[src/core/fdrxf_cfg.svh]
// Purpose: Register offsets, field positions and timing constants for the receive filter block
// Assumes: Avalon-MM word addressing, 16-bit data in the low lanes
// Notes: Included by the core and the bench
`ifndef FDRXF_CFG_SVH
`define FDRXF_CFG_SVH
`define FDRXF_OFS_MODE 4'h0
`define FDRXF_OFS_STAT 4'h1
`define FDRXF_OFS_CMD 4'h2
`define FDRXF_OFS_IND 4'h3
`define FDRXF_OFS_GRPH 4'h4
`define FDRXF_OFS_GRPM 4'h5
`define FDRXF_OFS_GRPL 4'h6
`define FDRXF_OFS_IND_S 4'h7
`define FDRXF_OFS_GRP_S 4'h8
`define FDRXF_OFS_INDM 4'h9
`define FDRXF_OFS_INDL 4'hA
`define FDRXF_AD_HI 10
`define FDRXF_AD_LO 8
`define FDRXF_SEL_BIT 7
`define FDRXF_CRY_BIT 6
`define FDRXF_GP_HI 5
`define FDRXF_GP_LO 4
`define FDRXF_MODE_RST 16'h0000
`define FDRXF_CMD_RESET 16'h0001
`define FDRXF_SEG_TOP 16
`define FDRXF_VX_SPLIT 4
`endif

[src/core/fdrxf_pkg.sv]
// Purpose: Types shared by the receive filter block
// Assumes: Constants come from fdrxf_cfg.svh
// Notes: Filter and group codes as three- and two-bit enums
package fdrxf_pkg;
  typedef enum logic [2:0] {
    FDRXF_AD_MATCH = 3'h0,
    FDRXF_AD_OWN = 3'h1,
    FDRXF_AD_NSA_NOSELF = 3'h2,
    FDRXF_AD_NSA_ANY = 3'h3,
    FDRXF_AD_DISABLE = 3'h4,
    FDRXF_AD_RSVD = 3'h5,
    FDRXF_AD_LIMPROM = 3'h6,
    FDRXF_AD_PROM = 3'h7
  } fdrxf_ad_t;
  typedef enum logic [1:0] {
    FDRXF_GP_EXACT = 2'h0,
    FDRXF_GP_SOFT = 2'h1,
    FDRXF_GP_UP24 = 2'h2,
    FDRXF_GP_UP16 = 2'h3
  } fdrxf_gp_t;
  typedef enum logic [2:0] {
    FDRXF_ST_IDLE = 3'b001,
    FDRXF_ST_RECV = 3'b010,
    FDRXF_ST_ABORT = 3'b100
  } fdrxf_st_t;
endpackage : fdrxf_pkg

[src/core/fdrxf_core.sv]
// Overview of operation
// - Mode fields at bits 10:8,7,6,5:4
// - Code 000 flushes unmatched DA unless external match
// - Broadcast always matches in match codes
// - DA matches long/short individual or group
// - Code 001 also keeps own transmitted frames
// - Code 010 NSA-aware, excludes own source
// - Code 011 NSA-aware, any source
// - Code 100 disables receive, aborts frame
// - Disabled: repeat C indicators unmodified
// - Code 110 limited promiscuous with exclusions
// - Code 111 keeps all, voids only here
// - Select 1 primary bus, 0 secondary
// - Bus select survives all resets
// - 21-bit timers split 5+4+4+4+4
// - 8-bit timer split 4+4
// - Segments step each byte clock, wrap
// - Carry split overrides timer hold
// - Group field selects partial multicast compare
// - Group code 01 accepts any group DA
// - Broadcast received under every group code
// - Command reset clears mode except select
//
// Purpose: Receive address filter, bus select and timer split test for an FDDI MAC
// Assumes: Frame fields arrive decoded and synchronous; match pins are asynchronous
// Notes: Registers on Avalon-MM, one word each; writes never wait, reads wait one cycle
`timescale 1ns/100ps
`include "fdrxf_cfg.svh"
module fdrxf_core
  import fdrxf_pkg::*;
#(
  parameter int RXW = 10, // Receive symbol bus width
  parameter int TW = 21, // Long timer width
  parameter int VW = 8 // Valid transmission timer width
)(
  input wire logic ref_clk_i, // 50 MHz byte clock
  input wire logic nrst_i, // Async reset, low
  input wire logic [3:0] avs_address_i, // Word address
  input wire logic avs_read_i, // Read strobe
  input wire logic avs_write_i, // Write strobe
  input wire logic [31:0] avs_writedata_i, // Write data
  input wire logic [3:0] avs_byteenable_i, // Byte lanes
  output logic [31:0] avs_readdata_o, // Read data
  output logic avs_waitrequest_o, // Stall
  input wire logic [RXW-1:0] rx_bus_primary_i, // Primary PHY bus
  input wire logic [RXW-1:0] rx_bus_secondary_i, // Secondary PHY bus
  output logic [RXW-1:0] media_rx_o, // Selected media input
  input wire logic ext_dest_match_in_i, // External DA match pin
  input wire logic ext_src_match_in_i, // External SA match pin
  input wire logic frm_start_i, // Frame start strobe
  input wire logic frm_addr_valid_i, // DA/SA fields valid strobe
  input wire logic frm_end_i, // Frame end strobe
  input wire logic [47:0] frm_da_i, // Destination address
  input wire logic [47:0] frm_sa_i, // Source address
  input wire logic frm_long_i, // 48-bit addressing
  input wire logic frm_nsa_i, // NSA frame type
  input wire logic frm_a_ind_i, // Received A indicator
  input wire logic frm_c_ind_i, // Received C indicator
  input wire logic frm_claim_i, // Claim frame
  input wire logic frm_null_beacon_i, // Null beacon frame
  input wire logic frm_void_i, // Void frame
  input wire logic frm_valid_i, // Frame valid at end
  output logic frm_keep_o, // Keep decision, set at the address fields
  output logic frm_flush_o, // Flush decision, at frame end
  output logic frm_abort_o, // Frame aborted pulse
  output logic receive_disable_cond_o, // Receive disabled level
  output logic c_ind_out_o, // C indicator repeated
  input wire logic timer_hold_i, // Hold request on timers
  input wire logic timer_tick_i, // Normal-mode timer step
  output logic [TW-1:0] token_rotation_timer_o, // Rotation timer
  output logic [TW-1:0] token_holding_timer_o, // Holding timer
  output logic [TW-1:0] sync_bandwidth_timer_o, // Synchronous timer
  output logic [VW-1:0] valid_xmit_timer_o // Valid transmission timer
);

  // Register state
  logic [15:0] mode_reg, mode_next;
  logic sel_reg, sel_next;
  logic [15:0] ind_h_reg, ind_h_next, ind_m_reg, ind_m_next, ind_l_reg, ind_l_next;
  logic [15:0] grp_h_reg, grp_h_next, grp_m_reg, grp_m_next, grp_l_reg, grp_l_next;
  logic [15:0] ind_s_reg, ind_s_next, grp_s_reg, grp_s_next;
  logic [31:0] rdata_reg, rdata_next;
  logic sel_seen_reg, sel_seen_next, rd_done_reg, rd_done_next;
  logic [47:0] ind_l48, grp_l48;
  fdrxf_ad_t ad_code;
  fdrxf_gp_t gp_code;
  logic carry_split;

  assign ad_code = fdrxf_ad_t'(mode_reg[`FDRXF_AD_HI:`FDRXF_AD_LO]);
  assign gp_code = fdrxf_gp_t'(mode_reg[`FDRXF_GP_HI:`FDRXF_GP_LO]);
  assign carry_split = mode_reg[`FDRXF_CRY_BIT];
  assign ind_l48 = {ind_h_reg, ind_m_reg, ind_l_reg};
  assign grp_l48 = {grp_h_reg, grp_m_reg, grp_l_reg};
  assign avs_waitrequest_o = avs_read_i && !rd_done_reg; // Reads stall one cycle so data stands at release
  assign avs_readdata_o = rdata_reg;

  // Register file next values; reads load the word into rdata_reg one edge before release
  always_comb
  begin
    logic wr;
    wr = 1'b0;
    mode_next = mode_reg;
    sel_next = sel_reg;
    sel_seen_next = sel_seen_reg;
    ind_h_next = ind_h_reg;
    ind_m_next = ind_m_reg;
    ind_l_next = ind_l_reg;
    grp_h_next = grp_h_reg;
    grp_m_next = grp_m_reg;
    grp_l_next = grp_l_reg;
    ind_s_next = ind_s_reg;
    grp_s_next = grp_s_reg;
    rdata_next = rdata_reg;
    rd_done_next = avs_read_i && !rd_done_reg; // Second read cycle ends the wait
    wr = avs_write_i && (avs_byteenable_i[1:0] == 2'b11);
    if (wr && avs_address_i == `FDRXF_OFS_MODE)
    begin
      mode_next = avs_writedata_i[15:0];
      sel_next = avs_writedata_i[`FDRXF_SEL_BIT];
      sel_seen_next = 1'b1;
    end
    else if (wr && avs_address_i == `FDRXF_OFS_CMD)
    begin
      if (avs_writedata_i[15:0] == `FDRXF_CMD_RESET)
        mode_next = `FDRXF_MODE_RST; // Select kept in sel_reg
    end
    else if (wr && avs_address_i == `FDRXF_OFS_IND)
      ind_h_next = avs_writedata_i[15:0];
    else if (wr && avs_address_i == `FDRXF_OFS_INDM)
      ind_m_next = avs_writedata_i[15:0];
    else if (wr && avs_address_i == `FDRXF_OFS_INDL)
      ind_l_next = avs_writedata_i[15:0];
    else if (wr && avs_address_i == `FDRXF_OFS_GRPH)
      grp_h_next = avs_writedata_i[15:0];
    else if (wr && avs_address_i == `FDRXF_OFS_GRPM)
      grp_m_next = avs_writedata_i[15:0];
    else if (wr && avs_address_i == `FDRXF_OFS_GRPL)
      grp_l_next = avs_writedata_i[15:0];
    else if (wr && avs_address_i == `FDRXF_OFS_IND_S)
      ind_s_next = avs_writedata_i[15:0];
    else if (wr && avs_address_i == `FDRXF_OFS_GRP_S)
      grp_s_next = avs_writedata_i[15:0];
    if (avs_read_i)
    begin
      if (avs_address_i == `FDRXF_OFS_MODE)
        rdata_next = {16'h0000, mode_reg[15:8], sel_reg, mode_reg[6:0]};
      else if (avs_address_i == `FDRXF_OFS_STAT)
        rdata_next = {28'h000_0000, c_ind_out_o, frm_keep_o, frm_flush_o, receive_disable_cond_o};
      else if (avs_address_i == `FDRXF_OFS_IND)
        rdata_next = {16'h0000, ind_h_reg};
      else if (avs_address_i == `FDRXF_OFS_INDM)
        rdata_next = {16'h0000, ind_m_reg};
      else if (avs_address_i == `FDRXF_OFS_INDL)
        rdata_next = {16'h0000, ind_l_reg};
      else if (avs_address_i == `FDRXF_OFS_GRPH)
        rdata_next = {16'h0000, grp_h_reg};
      else if (avs_address_i == `FDRXF_OFS_GRPM)
        rdata_next = {16'h0000, grp_m_reg};
      else if (avs_address_i == `FDRXF_OFS_GRPL)
        rdata_next = {16'h0000, grp_l_reg};
      else if (avs_address_i == `FDRXF_OFS_IND_S)
        rdata_next = {16'h0000, ind_s_reg};
      else if (avs_address_i == `FDRXF_OFS_GRP_S)
        rdata_next = {16'h0000, grp_s_reg};
      else
        rdata_next = 32'h0000_0000; // Unmapped reads zero
    end
  end

  // Select and its seen flag have no reset term so they survive hardware reset
  always_ff @(posedge ref_clk_i)
  begin
    sel_reg <= sel_next;
    sel_seen_reg <= sel_seen_next; // Unknown until first write; mux then falls to secondary
  end

  // Register file and read handshake state
  always_ff @(posedge ref_clk_i or negedge nrst_i)
  begin
    if (!nrst_i)
    begin
      mode_reg <= `FDRXF_MODE_RST;
      rd_done_reg <= 1'b0;
      ind_h_reg <= 16'h0000;
      ind_m_reg <= 16'h0000;
      ind_l_reg <= 16'h0000;
      grp_h_reg <= 16'h0000;
      grp_m_reg <= 16'h0000;
      grp_l_reg <= 16'h0000;
      ind_s_reg <= 16'h0000;
      grp_s_reg <= 16'h0000;
      rdata_reg <= 32'h0000_0000;
    end
    else
    begin
      mode_reg <= mode_next;
      rd_done_reg <= rd_done_next;
      ind_h_reg <= ind_h_next;
      ind_m_reg <= ind_m_next;
      ind_l_reg <= ind_l_next;
      grp_h_reg <= grp_h_next;
      grp_m_reg <= grp_m_next;
      grp_l_reg <= grp_l_next;
      ind_s_reg <= ind_s_next;
      grp_s_reg <= grp_s_next;
      rdata_reg <= rdata_next;
    end
  end

  // Receive bus mux; primary when select is 1
  always_comb
  begin
    if (sel_seen_reg && sel_reg)
      media_rx_o = rx_bus_primary_i;
    else if (sel_seen_reg)
      media_rx_o = rx_bus_secondary_i;
    else
      media_rx_o = rx_bus_secondary_i;
  end

  // Match pins are asynchronous: two-flop synchronisers
  logic [1:0] xda_sync_reg, xsa_sync_reg;
  always_ff @(posedge ref_clk_i or negedge nrst_i)
  begin
    if (!nrst_i)
    begin
      xda_sync_reg <= 2'b00;
      xsa_sync_reg <= 2'b00;
    end
    else
    begin
      xda_sync_reg <= {xda_sync_reg[0], ext_dest_match_in_i};
      xsa_sync_reg <= {xsa_sync_reg[0], ext_src_match_in_i};
    end
  end

  // Address compare
  logic bcast, grp_bit, ind_hit, grp_hit, da_hit, sa_hit;
  always_comb
  begin
    bcast = frm_long_i ? (frm_da_i == 48'hFFFF_FFFF_FFFF) : (frm_da_i[15:0] == 16'hFFFF);
    grp_bit = frm_long_i ? frm_da_i[47] : frm_da_i[15];
    ind_hit = frm_long_i ? (frm_da_i == ind_l48) : (frm_da_i[15:0] == ind_s_reg);
    case (gp_code)
      FDRXF_GP_SOFT: grp_hit = grp_bit;
      FDRXF_GP_UP24: grp_hit = grp_bit && (frm_long_i ? frm_da_i[47:24] == grp_l48[47:24]
                                                     : frm_da_i[15:0] == grp_s_reg);
      FDRXF_GP_UP16: grp_hit = grp_bit && (frm_long_i ? frm_da_i[47:32] == grp_l48[47:32]
                                                     : frm_da_i[15:0] == grp_s_reg);
      default: grp_hit = frm_long_i ? (frm_da_i == grp_l48) : (frm_da_i[15:0] == grp_s_reg);
    endcase
    da_hit = ind_hit || grp_hit || bcast || xda_sync_reg[1];
    sa_hit = (frm_long_i ? (frm_sa_i == ind_l48) : (frm_sa_i[15:0] == ind_s_reg)) || xsa_sync_reg[1];
  end

  // Keep decision per filter code
  logic keep_c;
  always_comb
  begin
    case (ad_code)
      FDRXF_AD_MATCH: keep_c = da_hit;
      FDRXF_AD_OWN: keep_c = da_hit || sa_hit;
      FDRXF_AD_NSA_NOSELF: keep_c = frm_nsa_i ? (da_hit && !frm_a_ind_i) : (da_hit && !sa_hit);
      FDRXF_AD_NSA_ANY: keep_c = da_hit && (!frm_nsa_i || !frm_a_ind_i);
      FDRXF_AD_LIMPROM: keep_c = !frm_null_beacon_i && !frm_claim_i && !(sa_hit && !da_hit);
      FDRXF_AD_PROM: keep_c = 1'b1;
      default: keep_c = 1'b0; // Codes 100 and 101
    endcase
    if (frm_void_i && ad_code != FDRXF_AD_PROM)
      keep_c = 1'b0;
  end

  // Frame sequencer; disabling mid-frame aborts it
  fdrxf_st_t st_reg, st_next;
  logic keep_reg, keep_next, flush_reg, flush_next, abort_reg, abort_next;
  logic dis_reg, dis_next, cind_reg, cind_next, dis_c;
  assign dis_c = (ad_code == FDRXF_AD_DISABLE) || (ad_code == FDRXF_AD_RSVD);
  always_comb
  begin
    st_next = st_reg;
    keep_next = keep_reg;
    flush_next = 1'b0;
    abort_next = 1'b0;
    dis_next = dis_c;
    cind_next = frm_c_ind_i; // Repeated as received; never set here
    case (st_reg)
      FDRXF_ST_IDLE:
        if (frm_start_i && !dis_c)
        begin
          st_next = FDRXF_ST_RECV;
          keep_next = 1'b0;
        end
      FDRXF_ST_RECV:
        if (dis_c)
        begin
          st_next = FDRXF_ST_ABORT;
          abort_next = 1'b1;
          keep_next = 1'b0;
        end
        else if (frm_addr_valid_i)
          keep_next = keep_c;
        else if (frm_end_i)
        begin
          st_next = FDRXF_ST_IDLE;
          flush_next = !(keep_reg && frm_valid_i);
        end
      FDRXF_ST_ABORT:
        st_next = FDRXF_ST_IDLE;
      default:
        st_next = FDRXF_ST_IDLE;
    endcase
  end

  always_ff @(posedge ref_clk_i or negedge nrst_i)
  begin
    if (!nrst_i)
    begin
      st_reg <= FDRXF_ST_IDLE;
      keep_reg <= 1'b0;
      flush_reg <= 1'b0;
      abort_reg <= 1'b0;
      dis_reg <= 1'b0;
      cind_reg <= 1'b0;
    end
    else
    begin
      st_reg <= st_next;
      keep_reg <= keep_next;
      flush_reg <= flush_next;
      abort_reg <= abort_next;
      dis_reg <= dis_next;
      cind_reg <= cind_next;
    end
  end

  assign frm_keep_o = keep_reg;
  assign frm_flush_o = flush_reg;
  assign frm_abort_o = abort_reg;
  assign receive_disable_cond_o = dis_reg;
  assign c_ind_out_o = cind_reg;

  // Timers; carry split breaks carries between nibble segments
  logic [TW-1:0] trt_reg, trt_next, tht_reg, tht_next, tms_reg, tms_next;
  logic [VW-1:0] tvx_reg, tvx_next;

  function automatic logic [TW-1:0] seg_inc(input logic [TW-1:0] v, input logic split);
    logic [TW-1:0] r;
    r = v + 1'b1;
    if (split)
    begin
      r[`FDRXF_SEG_TOP-1:0] = {v[15:12] + 4'h1, v[11:8] + 4'h1, v[7:4] + 4'h1, v[3:0] + 4'h1};
      r[TW-1:`FDRXF_SEG_TOP] = v[TW-1:`FDRXF_SEG_TOP] + 1'b1;
    end
    return r;
  endfunction : seg_inc

  always_comb
  begin
    trt_next = trt_reg;
    tht_next = tht_reg;
    tms_next = tms_reg;
    tvx_next = tvx_reg;
    if (carry_split)
    begin
      trt_next = seg_inc(trt_reg, 1'b1); // Hold ignored here
      tht_next = seg_inc(tht_reg, 1'b1);
      tms_next = seg_inc(tms_reg, 1'b1);
      tvx_next = {tvx_reg[VW-1:`FDRXF_VX_SPLIT] + 4'h1, tvx_reg[`FDRXF_VX_SPLIT-1:0] + 4'h1};
    end
    else if (timer_tick_i && !timer_hold_i)
    begin
      trt_next = seg_inc(trt_reg, 1'b0);
      tht_next = seg_inc(tht_reg, 1'b0);
      tms_next = seg_inc(tms_reg, 1'b0);
      tvx_next = tvx_reg + 1'b1;
    end
  end

  always_ff @(posedge ref_clk_i or negedge nrst_i)
  begin
    if (!nrst_i)
    begin
      trt_reg <= '0;
      tht_reg <= '0;
      tms_reg <= '0;
      tvx_reg <= '0;
    end
    else
    begin
      trt_reg <= trt_next;
      tht_reg <= tht_next;
      tms_reg <= tms_next;
      tvx_reg <= tvx_next;
    end
  end

  assign token_rotation_timer_o = trt_reg;
  assign token_holding_timer_o = tht_reg;
  assign sync_bandwidth_timer_o = tms_reg;
  assign valid_xmit_timer_o = tvx_reg;

  // Checks
  AST_SPLIT_LOW: assert property (@(posedge ref_clk_i) disable iff (!nrst_i)
    carry_split && $past(carry_split) |-> trt_reg[3:0] == $past(trt_reg[3:0]) + 4'h1)
    else $error("low segment did not step");
  AST_SPLIT_TOP: assert property (@(posedge ref_clk_i) disable iff (!nrst_i)
    carry_split && $past(carry_split) && $past(trt_reg[15:0]) != 16'hFFFF
      |-> trt_reg[20:16] == $past(trt_reg[20:16]) + 5'h01)
    else $error("top segment did not step on its own");
  AST_TVX_SPLIT: assert property (@(posedge ref_clk_i) disable iff (!nrst_i)
    carry_split && $past(carry_split) && $past(tvx_reg[3:0]) != 4'hF
      |-> tvx_reg[7:4] == $past(tvx_reg[7:4]) + 4'h1)
    else $error("valid timer upper segment did not step");
  AST_HOLD_OVR: assert property (@(posedge ref_clk_i) disable iff (!nrst_i)
    carry_split && timer_hold_i |=> tht_reg != $past(tht_reg))
    else $error("hold froze split timer");
  AST_DIS_ABORT: assert property (@(posedge ref_clk_i) disable iff (!nrst_i)
    st_reg == FDRXF_ST_RECV && dis_c |=> frm_abort_o ##1 st_reg == FDRXF_ST_IDLE)
    else $error("frame not aborted on disable");
  AST_DIS_NOSTART: assert property (@(posedge ref_clk_i) disable iff (!nrst_i)
    st_reg == FDRXF_ST_IDLE && dis_c |=> st_reg == FDRXF_ST_IDLE)
    else $error("frame started while disabled");
  AST_BUS_SEL: assert property (@(posedge ref_clk_i) disable iff (!nrst_i)
    sel_seen_reg && sel_reg |-> media_rx_o == rx_bus_primary_i)
    else $error("primary bus not routed");
  AST_CMD_RST: assert property (@(posedge ref_clk_i) disable iff (!nrst_i)
    avs_write_i && avs_address_i == `FDRXF_OFS_CMD && avs_writedata_i[15:0] == `FDRXF_CMD_RESET
      && avs_byteenable_i[1:0] == 2'b11 |=> mode_reg == 16'h0000 && sel_reg == $past(sel_reg))
    else $error("command reset wrong");
  AST_PROM_KEEP: assert property (@(posedge ref_clk_i) disable iff (!nrst_i)
    st_reg == FDRXF_ST_RECV && frm_addr_valid_i && !dis_c && ad_code == FDRXF_AD_PROM |=> keep_reg)
    else $error("promiscuous frame dropped");
  AST_CIND: assert property (@(posedge ref_clk_i) disable iff (!nrst_i)
    dis_c |=> c_ind_out_o == $past(frm_c_ind_i))
    else $error("C indicator modified");
endmodule : fdrxf_core

[config.mk]
export PLATFORM = sky130hd
export DESIGN_NAME = fdrxf_core
export DESIGN_NICKNAME = d
export VERILOG_FILES = /design/src/core/fdrxf_pkg.sv /design/src/core/fdrxf_core.sv
export VERILOG_INCLUDE_DIRS = /design/src /design/src/core
export SDC_FILE = /design/constraint.sdc
export NUM_CORES = 1
export LEC_CHECK = 0
export ABC_CLOCK_PERIOD_IN_PS = 2600
export BUFFER_PORTS_ARGS = -buffer_cell sky130_fd_sc_hd__buf_2
export CAP_MARGIN = 20
export CORE_ASPECT_RATIO = 2
export CORE_MARGIN = 1.5
export CORE_UTILIZATION = 30
export DETAILED_ROUTE_END_ITERATION = 7
export PLACE_DENSITY_LB_ADDON = 0.15
export SYNTH_ARGS = -nofsm -noshare
export SYNTH_HDL_FRONTEND = slang
export SYNTH_SLANG_ARGS = --single-unit
[constraint.sdc]
create_clock -name ref_clk_i -period 2.6 [get_ports ref_clk_i]
set_input_delay 0.52 -clock ref_clk_i [delete_from_list [all_inputs] [get_ports ref_clk_i]]
set_output_delay 0.52 -clock ref_clk_i [all_outputs]
set_load 0.02 [all_outputs]
==> flow_summary_export.csv <==
group,metric,value,unit
run_status,status,"complete, no violations",
grt,grt_max_degree,72,
flow_run,drv_cap,0,
layout,drive_above_1_share,39.1,%
drt,first_pass_iters,8,
drt,wirelength,61.7,mm
critical_path,path_max_fanout,3,
synth,synthCells,1259,
cts,cts_hold_buf,1,
critical_path,crit_required,3.07,ns
die,die_h,304,µm
pwr,power.density,791,nW/µm²
synth,synth_top_area_share,44.5,%
critical_path,rr_worst_depth,8,
die,core_area,44900,µm²
die,start_util,30.4,%
timing,rsz0062_at_grt,"no",
timing,setup_violations,0,
drt,drtIter0Drc,626,
synth,avgSynthCellArea,10.8,µm²
synth,synth-main-ff-cell,"dfrtp_1",
placed_design,hpwlAfterDp,49.7,mm
layout,fillCellCount,4587,
critical_path,critPathCaptureType,"register",
cts,cts_sinks,244,
timing,fin_skew,0.0114,ns
die,ios,294,
synth,synthTopCellsByArea,"dfrtp_1 44%, mux2_2 11%, xor2_1 9.6%",
synth,ys_seq_elements,244,
drt,wl_met2,33.5,mm
timing,tightest_slew,1.18,ns
die,fp-row-count,110,
worst_hold_path,whs_path_depth,1,
cts,numCtsBuffers,26,
timing,slew_violations,0,
cts,root_buffer,"clkbuf_16",
cts,clk_latency,0.56,ns
cts,clkTransAtPathRegs,0.07,ns
critical_path,r2r-start,"ind_h_reg[15]",
critical_path,worstPathArrival,2.87,ns
grt,antenna_found_initial,7,
critical_path,setup.worst_path.class,"reg2reg",
drt,num_vias,11900,
layout,num-nets-final,1841,
placed_design,globalplace.congestion,1.00,
cts,cts_setup_buffers,0,
grt,grt_pass1_wl,88.1,mm
synth,yosysTopAreaCell,"dfrtp_1",
worst_hold_path,holdPathEnd,"c_ind_out_o",
timing,period_needed,2.40,ns
timing,max-slew-margin-rel,21.2,%
critical_path,rr_endpoint,"frm_keep_o",
cts,clk_path_buf_depth,3,
timing,timing.final.hold_violations,0,
layout,instances_no_fill,2231,
layout,area_growth,29.8,%
drt,drc,0,
grt,grt_use_total,26.3,%
cts,cts_tree,"done",
critical_path,cp-start-kind,"register",
synth,synth-edff-count,1,
placed_design,post-place-cells,2179,
timing,fmax,417,MHz
placed_design,io_buffer_count,259,
pwr,power_leakage,8.44,nW
synth,yosys.cell_types.count,71,
grt,overflow,0,
grt,grt_pass1_vias,12600,
drt,route.met3.wl,3.19,mm
drt,wl_per_cell,27.7,µm
die,die_area,46800,µm²
worst_hold_path,min_from,"frm_c_ind_i",
synth,ys_seq_area_share,44.9,%
drt,drtAntennaViolNets,0,
pwr,irDropWorstVdd,0.000676,V
die,die_w,154,µm
critical_path,reg2reg_slack,0.20,ns
drt,highest_layer,"met5",
synth,synthArstFlopShare,99.6,%
drt,viasPerCell,5.33,
cts,cts-resized-gates,0,
timing,period_share,92.2,%
synth,syn-cell-area,13600,µm²
synth,ys_warn_count,0,
cts,h-tree-depth,1,
drt,met1_length,19.3,mm
worst_hold_path,min_path_type,"in2reg",
pwr,fin_total_pwr,14.0,mW
==> cells in the final DEF (no fill, tap or decap), types with 15 or more instances in the layout <==
cell type	count
buf_2	260
buf_4	166
xor2_1	150
a22o_1	16
o21ai_0	59
nand4_1	39
nor4_1	38
a21oi_1	41
ha_1	17
nor2_1	36
nand3_1	16
mux2_2	138
o22ai_1	20
clkbuf_16	27
conb_1	16
inv_1	15
a222oi_1	26
xnor2_1	98
nand2_1	84
dfrtp_1	241
==> critical path, stage by stage (launching register included) <==
cell and delay (ns):
dfrtp_1 0.41, xor2_1 0.41, nor4_1 0.14, nand3_1 0.12, nor4_1 0.06, a311oi_1 0.65
o21bai_1 0.20, a31o_2 0.25, o221ai_1 0.07
==> Yosys cell counts, types with 26 or more instances <==
cell      count
a222oi_1     26
nand4_1      39
xor2_1      150
o21ai_0      59
xnor2_1      98
nor4_1       38
nand2_1      84
dfrtp_1     242
a21oi_1      41
nor2_1       36
clkbuf_1     44
mux2_2      138
==> per-layer routing <==
metal	up-vias	GRT usage [%]
met2	548	49.9
met1	5889	24.8
met4	10	21.0
met3	165	3.53
met5	-	0
li1	5279	-
==> where the power goes <==
part | internal, mW | total [mW] | switching, mW
sequential | 4.61 | 5.80 | 1.19
combinational | 1.71 | 3.98 | 2.27
clock | 2.49 | 4.21 | 1.72
==> layout make-up <==
cell class	count	area (µm²)	area share, %
inverter	16	60.1	0.340
multi-input combinational	922	7060	39.9
clock buffer	36	779	4.41
tap	560	701	3.96
antenna	2	5.00	0.0283
clock inverter	12	171	0.970
timing repair buffer	439	2790	15.8
sequential	244	6110	34.6
==> how the worst max path moves through the flow <==
stage,from,end,slack [ns],cells past startpoint
final,ind_h_reg[15],frm_keep_o,0.20,8
after global routing,grp_s_reg[2],frm_keep_o,0.04,9
after CTS,ind_h_reg[10],frm_keep_o,0.21,9
after detailed placement,avs_address_i[2],avs_readdata_o[9],-0.06,12
after global placement,avs_writedata_i[7],mode_reg[10],-0.34,6
after floorplan,avs_address_i[1],grp_h_reg[7],0.51,6
==> metrics by stage <==
stage	TNS, ns	setup slack [ns]	util (%)	cell area [µm²]	hold WS, ns
3_5_place_dp	-0.0573	-0.0573	37.2	16700	0.343
6_report	0	0.204	39.4	17700	0.0627
3_3_place_gp	-4.97	-0.342	37.2	16700	0.337
5_1_grt	0	0.0437	39.4	17700	0.0518
4_1_cts	0	0.209	39.4	17700	0.0435
2_1_floorplan	0	0.508	-	13700	0.224
==> cells by family after synthesis <==
group | count (synthesis) | synth area share (%)
muxes | 139 | 11.5
adders and majority gates | 17 | 1.56
buffers and inverters | 108 | 3.74
xor gates and xnor gates | 250 | 16.2
DFF | 244 | 44.9
and+or+nand+nor | 291 | 11.8
AOI/OAI and AO/OA | 209 | 10.4
other | 1 | 0.0275
Power figures use the tool's default switching activity.
